===== config.mk =====
export PLATFORM = sky130hd
export DESIGN_NAME = vga_plane_map_and_set_reset
export DESIGN_NICKNAME = d
export VERILOG_FILES = /design/src/rtl/vga_map_pkg.sv /design/src/rtl/write_path_if.sv /design/src/rtl/vga_write_path.sv /design/src/rtl/vga_plane_map_and_set_reset.sv
export SDC_FILE = /design/constraint.sdc
export NUM_CORES = 1
export LEC_CHECK = 0
export BUFFER_PORTS_ARGS = -buffer_cell sky130_fd_sc_hd__clkbuf_2
export CORE_ASPECT_RATIO = 0.9
export CORE_MARGIN = 2
export CORE_UTILIZATION = 39
export CTS_CLUSTER_DIAMETER = 60
export CTS_CLUSTER_SIZE = 20
export DETAILED_ROUTE_END_ITERATION = 7
export PLACE_DENSITY = 0.7
export SLEW_MARGIN = 10
export SYNTH_ARGS = -nofsm -noshare
export SYNTH_HDL_FRONTEND = slang
export SYNTH_HIERARCHICAL = 1
export SYNTH_SLANG_ARGS = --single-unit

===== constraint.sdc =====
create_clock -name clk -period 2.23 [get_ports clk]
set_input_delay 0.446 -clock clk [delete_from_list [all_inputs] [get_ports clk]]
set_output_delay 0.446 -clock clk [all_outputs]
set_load 0.1 [all_outputs]

===== src/rtl/vga_map_pkg.sv =====
// constants and types for plane mapping and set/reset block
package vga_map_pkg;
	localparam logic [15:0] SEQ_DATA_PORT    = 16'h03C5;
	localparam logic [15:0] GC_INDEX_PORT    = 16'h03CE;
	localparam logic [15:0] GC_DATA_PORT     = 16'h03CF;
	localparam logic [7:0]  SEQ_IDX_MEM_MODE = 8'h04;
	localparam logic [7:0]  SEQ_IDX_HCC_RST  = 8'h07;
	localparam logic [4:0]  GC_IDX_SET_RESET = 5'h00;
	localparam logic [4:0]  GC_IDX_LAST      = 5'h18;
	localparam int          MM_CHAIN4_BIT    = 3;
	localparam int          MM_ODD_EVEN_BIT  = 2;
	localparam int          MM_EXT_MEM_BIT   = 1;
	localparam logic [2:0]  MEM_MODE_RESET   = 3'h0;
	localparam logic [7:0]  HCC_RESET        = 8'h00;
	localparam logic [4:0]  GC_INDEX_RESET   = 5'h00;
	localparam logic [3:0]  SET_RESET_RESET  = 4'h0;
	localparam int          CPU_ADDR_W       = 18;
	localparam int          FB_ADDR_W        = 16;
	localparam logic [1:0]  WMODE_0          = 2'h0;
	localparam logic [1:0]  WMODE_3          = 2'h3;
	localparam logic [1:0]  FN_PASS          = 2'h0;
	localparam logic [1:0]  FN_AND           = 2'h1;
	localparam logic [1:0]  FN_OR            = 2'h2;
	localparam logic [1:0]  FN_XOR           = 2'h3;

	typedef struct packed {
		logic [2:0]            mem_mode;
		logic [7:0]            hcc;
		logic [4:0]            gc_index;
		logic [3:0]            set_reset;
		logic [7:0]            io_rdata;
		logic                  fb_req;
		logic                  fb_wr;
		logic                  fb_blocked;
		logic [FB_ADDR_W-1:0]  fb_addr;
		logic [3:0]            fb_plane_sel;
		logic [31:0]           fb_wdata;
		logic [31:0]           fb_wmask;
	} map_state_t;
endpackage


===== src/rtl/write_path_if.sv =====
// carrier between the register block and the write data path
`timescale 1ns/10ps
interface write_path_if;
	logic [7:0]  cpu_data;
	logic [31:0] latch_data;
	logic [3:0]  set_reset;
	logic [3:0]  sr_enable;
	logic [1:0]  write_mode;
	logic [2:0]  rotate_count;
	logic [1:0]  func_sel;
	logic [7:0]  bit_mask;
	logic [31:0] plane_data;
	logic [31:0] plane_mask;
	modport ctrl (output cpu_data, latch_data, set_reset, sr_enable, write_mode,
		rotate_count, func_sel, bit_mask, input plane_data, plane_mask);
	modport path (input cpu_data, latch_data, set_reset, sr_enable, write_mode,
		rotate_count, func_sel, bit_mask, output plane_data, plane_mask);
endinterface


===== src/rtl/vga_write_path.sv =====
// write data path: rotate, set/reset substitution, logic function
`timescale 1ns/10ps
module vga_write_path
	import vga_map_pkg::*;
(
	write_path_if.path wp
);
	logic [15:0] dbl;
	logic [7:0]  rot;
	logic        mode0;
	logic        mode3;

	assign dbl   = {wp.cpu_data, wp.cpu_data} >> wp.rotate_count;
	assign rot   = dbl[7:0];
	assign mode0 = (wp.write_mode == WMODE_0);
	assign mode3 = (wp.write_mode == WMODE_3);

	always_comb begin
		logic [7:0] src;
		logic [7:0] lat;
		src = 8'h00;
		lat = 8'h00;
		for (int p = 0; p < 4; p++) begin
			lat = wp.latch_data[p*8 +: 8];
			if (mode3 || (mode0 && wp.sr_enable[p]))
				src = {8{wp.set_reset[p]}};
			else
				src = rot;
			case (wp.func_sel)
				FN_AND:  wp.plane_data[p*8 +: 8] = src & lat;
				FN_OR:   wp.plane_data[p*8 +: 8] = src | lat;
				FN_XOR:  wp.plane_data[p*8 +: 8] = src ^ lat;
				default: wp.plane_data[p*8 +: 8] = src;
			endcase
			// mode 3 mask from rotated data
			wp.plane_mask[p*8 +: 8] = mode3 ? (rot & wp.bit_mask) : wp.bit_mask;
		end
	end
endmodule // vga_write_path


===== src/rtl/vga_plane_map_and_set_reset.sv =====
// plane mapping, sequencer and graphics index registers, set/reset front end
// Function
// - reserved register bits read back zero
// - chain-four: address bits 1:0 pick plane
// - chain-four off: odd/even bit sets mapping
// - odd/even only non-paged, chain-four off
// - odd/even: address bit 0 picks plane pair
// - sequential mode: plane mask picks map
// - extended bit gates memory beyond 64KB
// - counter reset register just stores value
// - index port then data port decode
// - indexes 10, 11 via I/O only
// - five-bit graphics index, upper bits zero
// - mode 0: enabled planes take set/reset
// - mode 3: rotated data masks, set/reset colour
// - disabled planes: no set/reset substitution, except in mode 3
// - rotate write data right by count
// - function select: pass, and, or, xor
`timescale 1ns/10ps
module vga_plane_map_and_set_reset
	import vga_map_pkg::*;
(
	input  wire logic                  clk,
	input  wire logic                  rstn,
	input  wire logic [15:0]           io_addr,
	input  wire logic                  io_wr,
	input  wire logic                  io_rd,
	input  wire logic [7:0]            io_wdata,
	output logic      [7:0]            io_rdata,
	input  wire logic [7:0]            sequencer_index,
	input  wire logic [3:0]            plane_write_mask,
	input  wire logic [3:0]            set_reset_enable,
	input  wire logic [1:0]            write_mode,
	input  wire logic [2:0]            rotate_count,
	input  wire logic [1:0]            func_sel,
	input  wire logic [7:0]            write_bit_mask,
	input  wire logic                  mem_req,
	input  wire logic                  mem_wr,
	input  wire logic                  mem_paged,
	input  wire logic [CPU_ADDR_W-1:0] mem_addr,
	input  wire logic [7:0]            mem_wdata,
	input  wire logic [31:0]           latch_data,
	output logic                       fb_req,
	output logic                       fb_wr,
	output logic                       fb_blocked,
	output logic      [FB_ADDR_W-1:0]  fb_addr,
	output logic      [3:0]            fb_plane_sel,
	output logic      [31:0]           fb_wdata,
	output logic      [31:0]           fb_wmask,
	output logic      [2:0]            memory_mode_bits
);
	map_state_t st_reg;
	map_state_t st_next;
	logic       seq_sel;
	logic       idx_sel;
	logic       dat_sel;
	logic       chain4;
	logic       odd_even_seq;
	logic       ext_mem;

	write_path_if wp ();

	assign wp.cpu_data     = mem_wdata;
	assign wp.latch_data   = latch_data;
	assign wp.set_reset    = st_reg.set_reset;
	assign wp.sr_enable    = set_reset_enable;
	assign wp.write_mode   = write_mode;
	assign wp.rotate_count = rotate_count;
	assign wp.func_sel     = func_sel;
	assign wp.bit_mask     = write_bit_mask;

	vga_write_path u_write_path (
		.wp (wp.path)
	);

	assign seq_sel      = (io_addr == SEQ_DATA_PORT);
	assign idx_sel      = (io_addr == GC_INDEX_PORT);
	assign dat_sel      = (io_addr == GC_DATA_PORT);
	assign chain4       = st_reg.mem_mode[MM_CHAIN4_BIT-1];
	assign odd_even_seq = st_reg.mem_mode[MM_ODD_EVEN_BIT-1];
	assign ext_mem      = st_reg.mem_mode[MM_EXT_MEM_BIT-1];

	always_comb begin
		st_next            = st_reg;
		st_next.fb_req     = 1'b0;
		st_next.fb_blocked = 1'b0;
		if (io_wr) begin
			if (seq_sel && sequencer_index == SEQ_IDX_MEM_MODE) begin
				st_next.mem_mode = io_wdata[MM_CHAIN4_BIT:MM_EXT_MEM_BIT];
			end else if (seq_sel && sequencer_index == SEQ_IDX_HCC_RST) begin
				st_next.hcc = io_wdata;
			end else if (idx_sel) begin
				st_next.gc_index = io_wdata[4:0];
			end else if (dat_sel && st_reg.gc_index == GC_IDX_SET_RESET) begin
				st_next.set_reset = io_wdata[3:0];
			end
		end
		if (io_rd) begin
			if (seq_sel && sequencer_index == SEQ_IDX_MEM_MODE) begin
				st_next.io_rdata = {4'h0, st_reg.mem_mode, 1'b0};
			end else if (seq_sel && sequencer_index == SEQ_IDX_HCC_RST) begin
				st_next.io_rdata = st_reg.hcc;
			end else if (idx_sel) begin
				st_next.io_rdata = {3'h0, st_reg.gc_index};
			end else if (dat_sel && st_reg.gc_index == GC_IDX_SET_RESET) begin
				st_next.io_rdata = {4'h0, st_reg.set_reset};
			end else begin
				st_next.io_rdata = 8'h00;
			end
		end
		if (mem_req) begin
			if (!ext_mem && mem_addr[CPU_ADDR_W-1:FB_ADDR_W] != 2'h0) begin
				st_next.fb_blocked = 1'b1;
			end else begin
				st_next.fb_req   = 1'b1;
				st_next.fb_wr    = mem_wr;
				st_next.fb_wdata = wp.plane_data;
				st_next.fb_wmask = wp.plane_mask;
				if (chain4) begin
					st_next.fb_plane_sel = 4'h1 << mem_addr[1:0];
					st_next.fb_addr      = mem_addr[FB_ADDR_W+1:2];
				end else if (!odd_even_seq && !mem_paged) begin
					st_next.fb_plane_sel = mem_addr[0] ? 4'hA : 4'h5;
					st_next.fb_addr      = mem_addr[FB_ADDR_W:1];
				end else begin
					st_next.fb_plane_sel = plane_write_mask;
					st_next.fb_addr      = mem_addr[FB_ADDR_W-1:0];
				end
			end
		end
	end

	always_ff @(posedge clk or negedge rstn) begin
		if (!rstn) begin
			st_reg <= '{mem_mode: MEM_MODE_RESET, hcc: HCC_RESET, gc_index: GC_INDEX_RESET,
				set_reset: SET_RESET_RESET, io_rdata: 8'h00, fb_req: 1'b0, fb_wr: 1'b0,
				fb_blocked: 1'b0, fb_addr: 16'h0000, fb_plane_sel: 4'h0,
				fb_wdata: 32'h00000000, fb_wmask: 32'h00000000};
		end else begin
			st_reg <= st_next;
		end
	end

	assign io_rdata         = st_reg.io_rdata;
	assign fb_req           = st_reg.fb_req;
	assign fb_wr            = st_reg.fb_wr;
	assign fb_blocked       = st_reg.fb_blocked;
	assign fb_addr          = st_reg.fb_addr;
	assign fb_plane_sel     = st_reg.fb_plane_sel;
	assign fb_wdata         = st_reg.fb_wdata;
	assign fb_wmask         = st_reg.fb_wmask;
	assign memory_mode_bits = st_reg.mem_mode;
endmodule // vga_plane_map_and_set_reset


# == Word-level counts from Yosys, hierarchy flattened ==
# Index checks and enable logic that the tools add are counted.
# word_totals
ff_bits,115
inputBits,120
out_inout_bits,98
elab_cells,84
# op_classes
eq_ne,9
shift,2
muxes,20
n_bitwise,17
n_reduce_logical,24
# op_table
operator,count
one-hot mux 8 bit (3 select lines),4
two-way mux 87 bit,1
two-way mux 84 bit,1
two-way mux 8 bit,7
"equality test 16 x 10 -> 1 bit, second input constant",3
bitwise AND 8 bit,5
two-way mux 20 bit,2
OR 8 bit,4
XOR 8 bit,4
"equality test 8 x 3 -> 1 bit, second input constant",2
>> shifter 16 x 3 -> 8 bit,1
logical AND 1 bit,9
two-way mux 4 bit,2
"equality test 2 bit, second input constant",3
logical NOT 5 bit,1
two-way mux 5 bit,1
AND reduction 5 bit,1
logical OR 1 bit,4
inverter 1 bit,4
AND reduction 2 bit,2
AND reduction 4 bit,1
"left shift 1 x 2 -> 4 bit, first input constant",1
logical NOT 1 bit,3
AND reduction 3 bit,1
other kinds (5),5

# == Depth between registers and ports, before layout ==
# depth
ltp_word,8
depth_mapped,10
mapped_depth_nobuf,8

# == By module ==
# Netlist, hierarchy kept.
# modules_own_cells
module,instances,cells_each,area_per_inst_um2,seq_area_each_um2
vga_plane_map_and_set_reset,1,515,5683.0,2877.8
vga_write_path,1,361,3373.2,0.0

# == Worst setup path before layout ==
# OpenSTA, ideal clock, no wires.
# synth_path
kind,input -> register
start,in io_addr[13]
end,"reg st_reg, in the netlist wp.set_reset[0]"
setup_time_ps,125
arrival_time_ps,2467
required_time_ps,2105
path_slack_ps,-362
stages,6
n_path_buf,1
path_cell_list,or4_4 > or3_4 > or4_4 > and3_1 > buf_6 > mux2_4
# synth_between
elab_chain_cells,4
elab_cells_between_ends,10
classes_between,eq/ne: 3; bitwise: 3; reduce/logical: 4
# synth_lines
item,line,text
start: declaration,vga_plane_map_and_set_reset.sv:25,"input wire logic [15:0] io_addr,"
equality test 16 x 10 -> 1 bit,vga_plane_map_and_set_reset.sv:76,assign seq_sel = (io_addr == SEQ_DATA_PORT);
logical AND 1 bit (on tied branches),"vga_plane_map_and_set_reset.sv:90, vga_plane_map_and_set_reset.sv:88",
inverter 1 bit (no source line),--,
AND reduction 5 bit (no source line) *,--,
end signal: assignment,vga_plane_map_and_set_reset.sv:135,"st_reg <= '{mem_mode: MEM_MODE_RESET, hcc: HCC_RESET, gc_index: GC_INDEX_RESET,"
end signal: assignment,vga_plane_map_and_set_reset.sv:140,st_reg <= st_next;
end: declaration,vga_plane_map_and_set_reset.sv:52,map_state_t st_reg;
# Mark *: on every way between the ends. The rest lies on a longest branch, timed or not.
# A chain may end at the register's enable or synchronous reset.

# == Final worst setup path ==
# layout_path
start,in rotate_count[1]
end,"reg st_reg, in the netlist fb_wdata[20]"
# layout_between
elab_chain_cells,4
elab_cells_between_ends,6
classes_between,shift: 1; mux: 2; bitwise: 3
# layout_lines
item,line,text
start: declaration,vga_plane_map_and_set_reset.sv:34,"input wire logic [2:0] rotate_count,"
>> shifter 16 x 3 -> 8 bit *,vga_write_path.sv:13,"assign dbl = {wp.cpu_data, wp.cpu_data} >> wp.rotate_count;"
two-way mux 8 bit *,vga_write_path.sv:25,if (mode3 || (mode0 && wp.sr_enable[p]))
XOR 8 bit (tied with other cells),vga_write_path.sv:32,FN_XOR: wp.plane_data[p*8 +: 8] = src ^ lat;
one-hot mux 8 bit (3 select lines) *,vga_write_path.sv:29,case (wp.func_sel)
named net wp.plane_data[20],write_path_if.sv:12,logic [31:0] plane_data;
# Mark *: on every way through the listed nets, which the timed path passes. The rest lies on a longest branch.

==> results.ini <==
[routing]
drc = 0
ant_nets = 0
wl_per_cell_um = 17.6
drt-total-wl_um = 23800
vias = 7029
via_per_inst = 5.20
first_iter_violations = 431
firstDrtPassIters = 5

[grt]
grt_max_degree = 65
grt_antenna_before_repair = 0
track_usage_pct = 19.2
grt_pass1_wl_um = 36500
grt_pass1_vias = 6899
overflow = 0

[synthesis]
syn_inst = 876
yosys_warnings = 6
synth_xor_area_share_pct = 0
synth_fa_ha_area_share_pct = 8.84
netlist_area_um2 = 9060
syn_nets = 1060
yosys.area_share.simple_pct = 6.65
synth.area.mux_share_pct = 18.4
avgSynthCellArea_um2 = 10.3
synth_top_area_share_pct = 31.8
synth_area_leaders = dfrtp_1, mux2_2, buf_4, ha_1, a21oi_1
synthArstFlopShare_pct = 100
synth_ff_type = dfrtp_1
synth_top_cell_by_area = dfrtp_1
synth_top_family_by_area = compound AO/OA/AOI/OAI gates
synth.distinct_cells = 51
synth-seq-cells = 115
synth-edff-count = 0
synth_compound_area_share_pct = 18.6
synth.yosys.seq_area_share_pct = 31.8

[placed_design]
placed_area_um2 = 10300
dpl.cell_count = 1307
gp_congestion = 0.839
hpwl_um = 17700
dp_slack_ns = -0.545
io_buffers = 217

[clocking]
clk_pin_slew_ns = 0.05
cts_root_buf = clkbuf_16
cts.htree.levels = 4
holdBufCountCts = 0
numCtsBuffers = 17
clk_latency_ns = 0.41
cts_tree = built
cts_sinks = 115
cts_buffer_depth = 2

[layout]
drive_above_1_share_pct = 49.2
layout_commonest_cell = clkbuf_2
n_antenna_cell = 0
layout_common_cells = clkbuf_2, dfrtp_1, buf_4
instances_no_fill = 1353
num-nets-final = 1229
syn_to_final_growth_pct = 23.0
postLayoutCellArea_um2 = 11100

[timing]
setup_viol = 2
rsz0062_at_grt = true
maxSlewViolCount = 0
tns_ns = -0.0755
finClkSkew_ns = 0.00924
hold_ws_ns = 0.0131
slew_headroom_pct = 39.3
layout_min_cycle_time_ns = 2.30
final-hold-violation-count = 0
finalCritPeriodShare_pct = 103
fin_ws_ns = -0.0654
worst_pin_slew_ns = 0.908
fmax_ghz = 0.436

[power_and_ir_drop]
powerDensity_nw_per_um2 = 930
vdd.ir_drop.worst_mv = 0.762
p_leak_nw = 5.59

[worst_setup_path]
cp-start-kind = input pin
critical_path_arrival_ns = 2.58
path_class = input pin to register
required_ns = 2.51
critPathCaptureType = register
rr_worst_depth = 8
critPathMaxFanout = 7

[hold_path]
hp-class = input pin to asynchronous set/reset pin

[floorplanning]
initial_core_util_pct = 40.0
io_pins = 218
die_w_um = 165
die-area_um2 = 24500
fp-row-count = 52
die-height_um = 149
core-area_um2 = 22600

[outcome]
status = complete, but fails checks
violations = setup timing

[flow_run]
maxCapViolations = 0

## power breakdown
group / leakage [nW] / internal [mW] / switching [mW]
sequential: 1.44 / 2.45 / 0.202
clock: 0.288 / 1.80 / 0.966
combinational: 3.86 / 1.25 / 3.71
total: 5.59 / 5.49 / 4.87
## final timing paths
path                                                  start                  endpoint  slack [ns]
worst max-delay path                        rotate_count[1]  fb_wdata[20]$_DFFE_PN0P_       -0.07
max in group asynchronous                              rstn   fb_wmask[5]$_DFFE_PN0P_        1.59
worst min register to register       fb_addr[7]$_DFFE_PN0P_    fb_addr[7]$_DFFE_PN0P_        0.48
worst max register to register  wp.set_reset[2]$_DFFE_PN0P_  fb_wdata[20]$_DFFE_PN0P_        0.31
worst min-delay path                                   rstn   io_rdata[0]$_DFFE_PN0P_        0.01
min in group clk                                    mem_req      fb_blocked$_DFF_PN0_        0.27
## worst max-delay path, cell delays in order
cell	delay (ns)
buf_12	0.10
mux4_2	0.55
mux2i_4	0.21
buf_12	0.15
a21o_1	0.13
ha_1	0.24
mux2i_1	0.22
a22o_1	0.17
a211oi_1	0.05
mux2_4	0.30
## area by class of cell
cell class / instances / area (um^2)
sequential: 115 / 2880
tap: 297 / 372
fill: 2085 / 11500
clock inverter: 10 / 134
clock buffer: 20 / 457
inverter: 40 / 150
multi-input combinational: 544 / 4930
timing repair buffer: 327 / 2220
## stage by stage
stage / power (mW) / utilization [%]
2_1_floorplan: 7.05 / -
3_3_place_gp: 7.46 / 45.6
3_5_place_dp: 7.55 / 45.6
4_1_cts: 10.3 / 48.3
5_1_grt: 10.8 / 49.2
6_report: 10.4 / 49.2
## layer usage
| metal | vias to the layer above | part of all wire [%] | track usage, % |
|---|---|---|---|
| met2 | 181 | 48 | 31.9 |
| met1 | 3450 | 45 | 25.2 |
| met5 | - | 0 | 0 |
| li1 | 3376 | - | - |
| met3 | 22 | 4.8 | 3.90 |
| met4 | 0 | 1.7 | 5.74 |
## cells in the mapped netlist (2+ instances only)
cell type,count
buf_4,121
buf_2,18
or4_4,2
o21ai_0,47
buf_1,5
ha_1,64
nor2_1,6
a211oi_2,3
mux2_4,4
a21oi_1,74
a2111oi_0,3
nor4_1,11
a2111oi_4,4
nor4b_2,2
mux2_2,81
nand3_1,9
or3b_4,4
o2bb2ai_1,3
inv_1,40
dfrtp_1,115
a21o_1,32
nand2_1,49
a31oi_1,3
buf_6,10
a21oi_2,4
a211oi_1,29
mux2i_4,8
nor2b_1,2
nor4b_4,2
a22o_1,32
clkbuf_1,19
a21boi_1,8
buf_12,4
mux4_2,8
nand2_2,2
mux2i_1,33
## cell families after synthesis
kind of cell	after synthesis
multiplexers	134
adder cells (fa/ha/maj)	64
AND/OR/NAND/NOR	101
AO/OA/AOI/OAI	245
buffers and inverters	217
flip-flops	115
## what timing repair did
| action | in CTS | in global routing |
|---|---|---|
| setup buffers | 0 | 15 |
| gates resized for setup | 3 | 22 |
| cloned | 0 | 1 |
| hold endpoints to repair | 0 | 0 |
| pin swaps | 1 | 11 |
| setup endpoints to repair | 33 | 24 |
No activity file was read; power rests on OpenSTA's default activity.
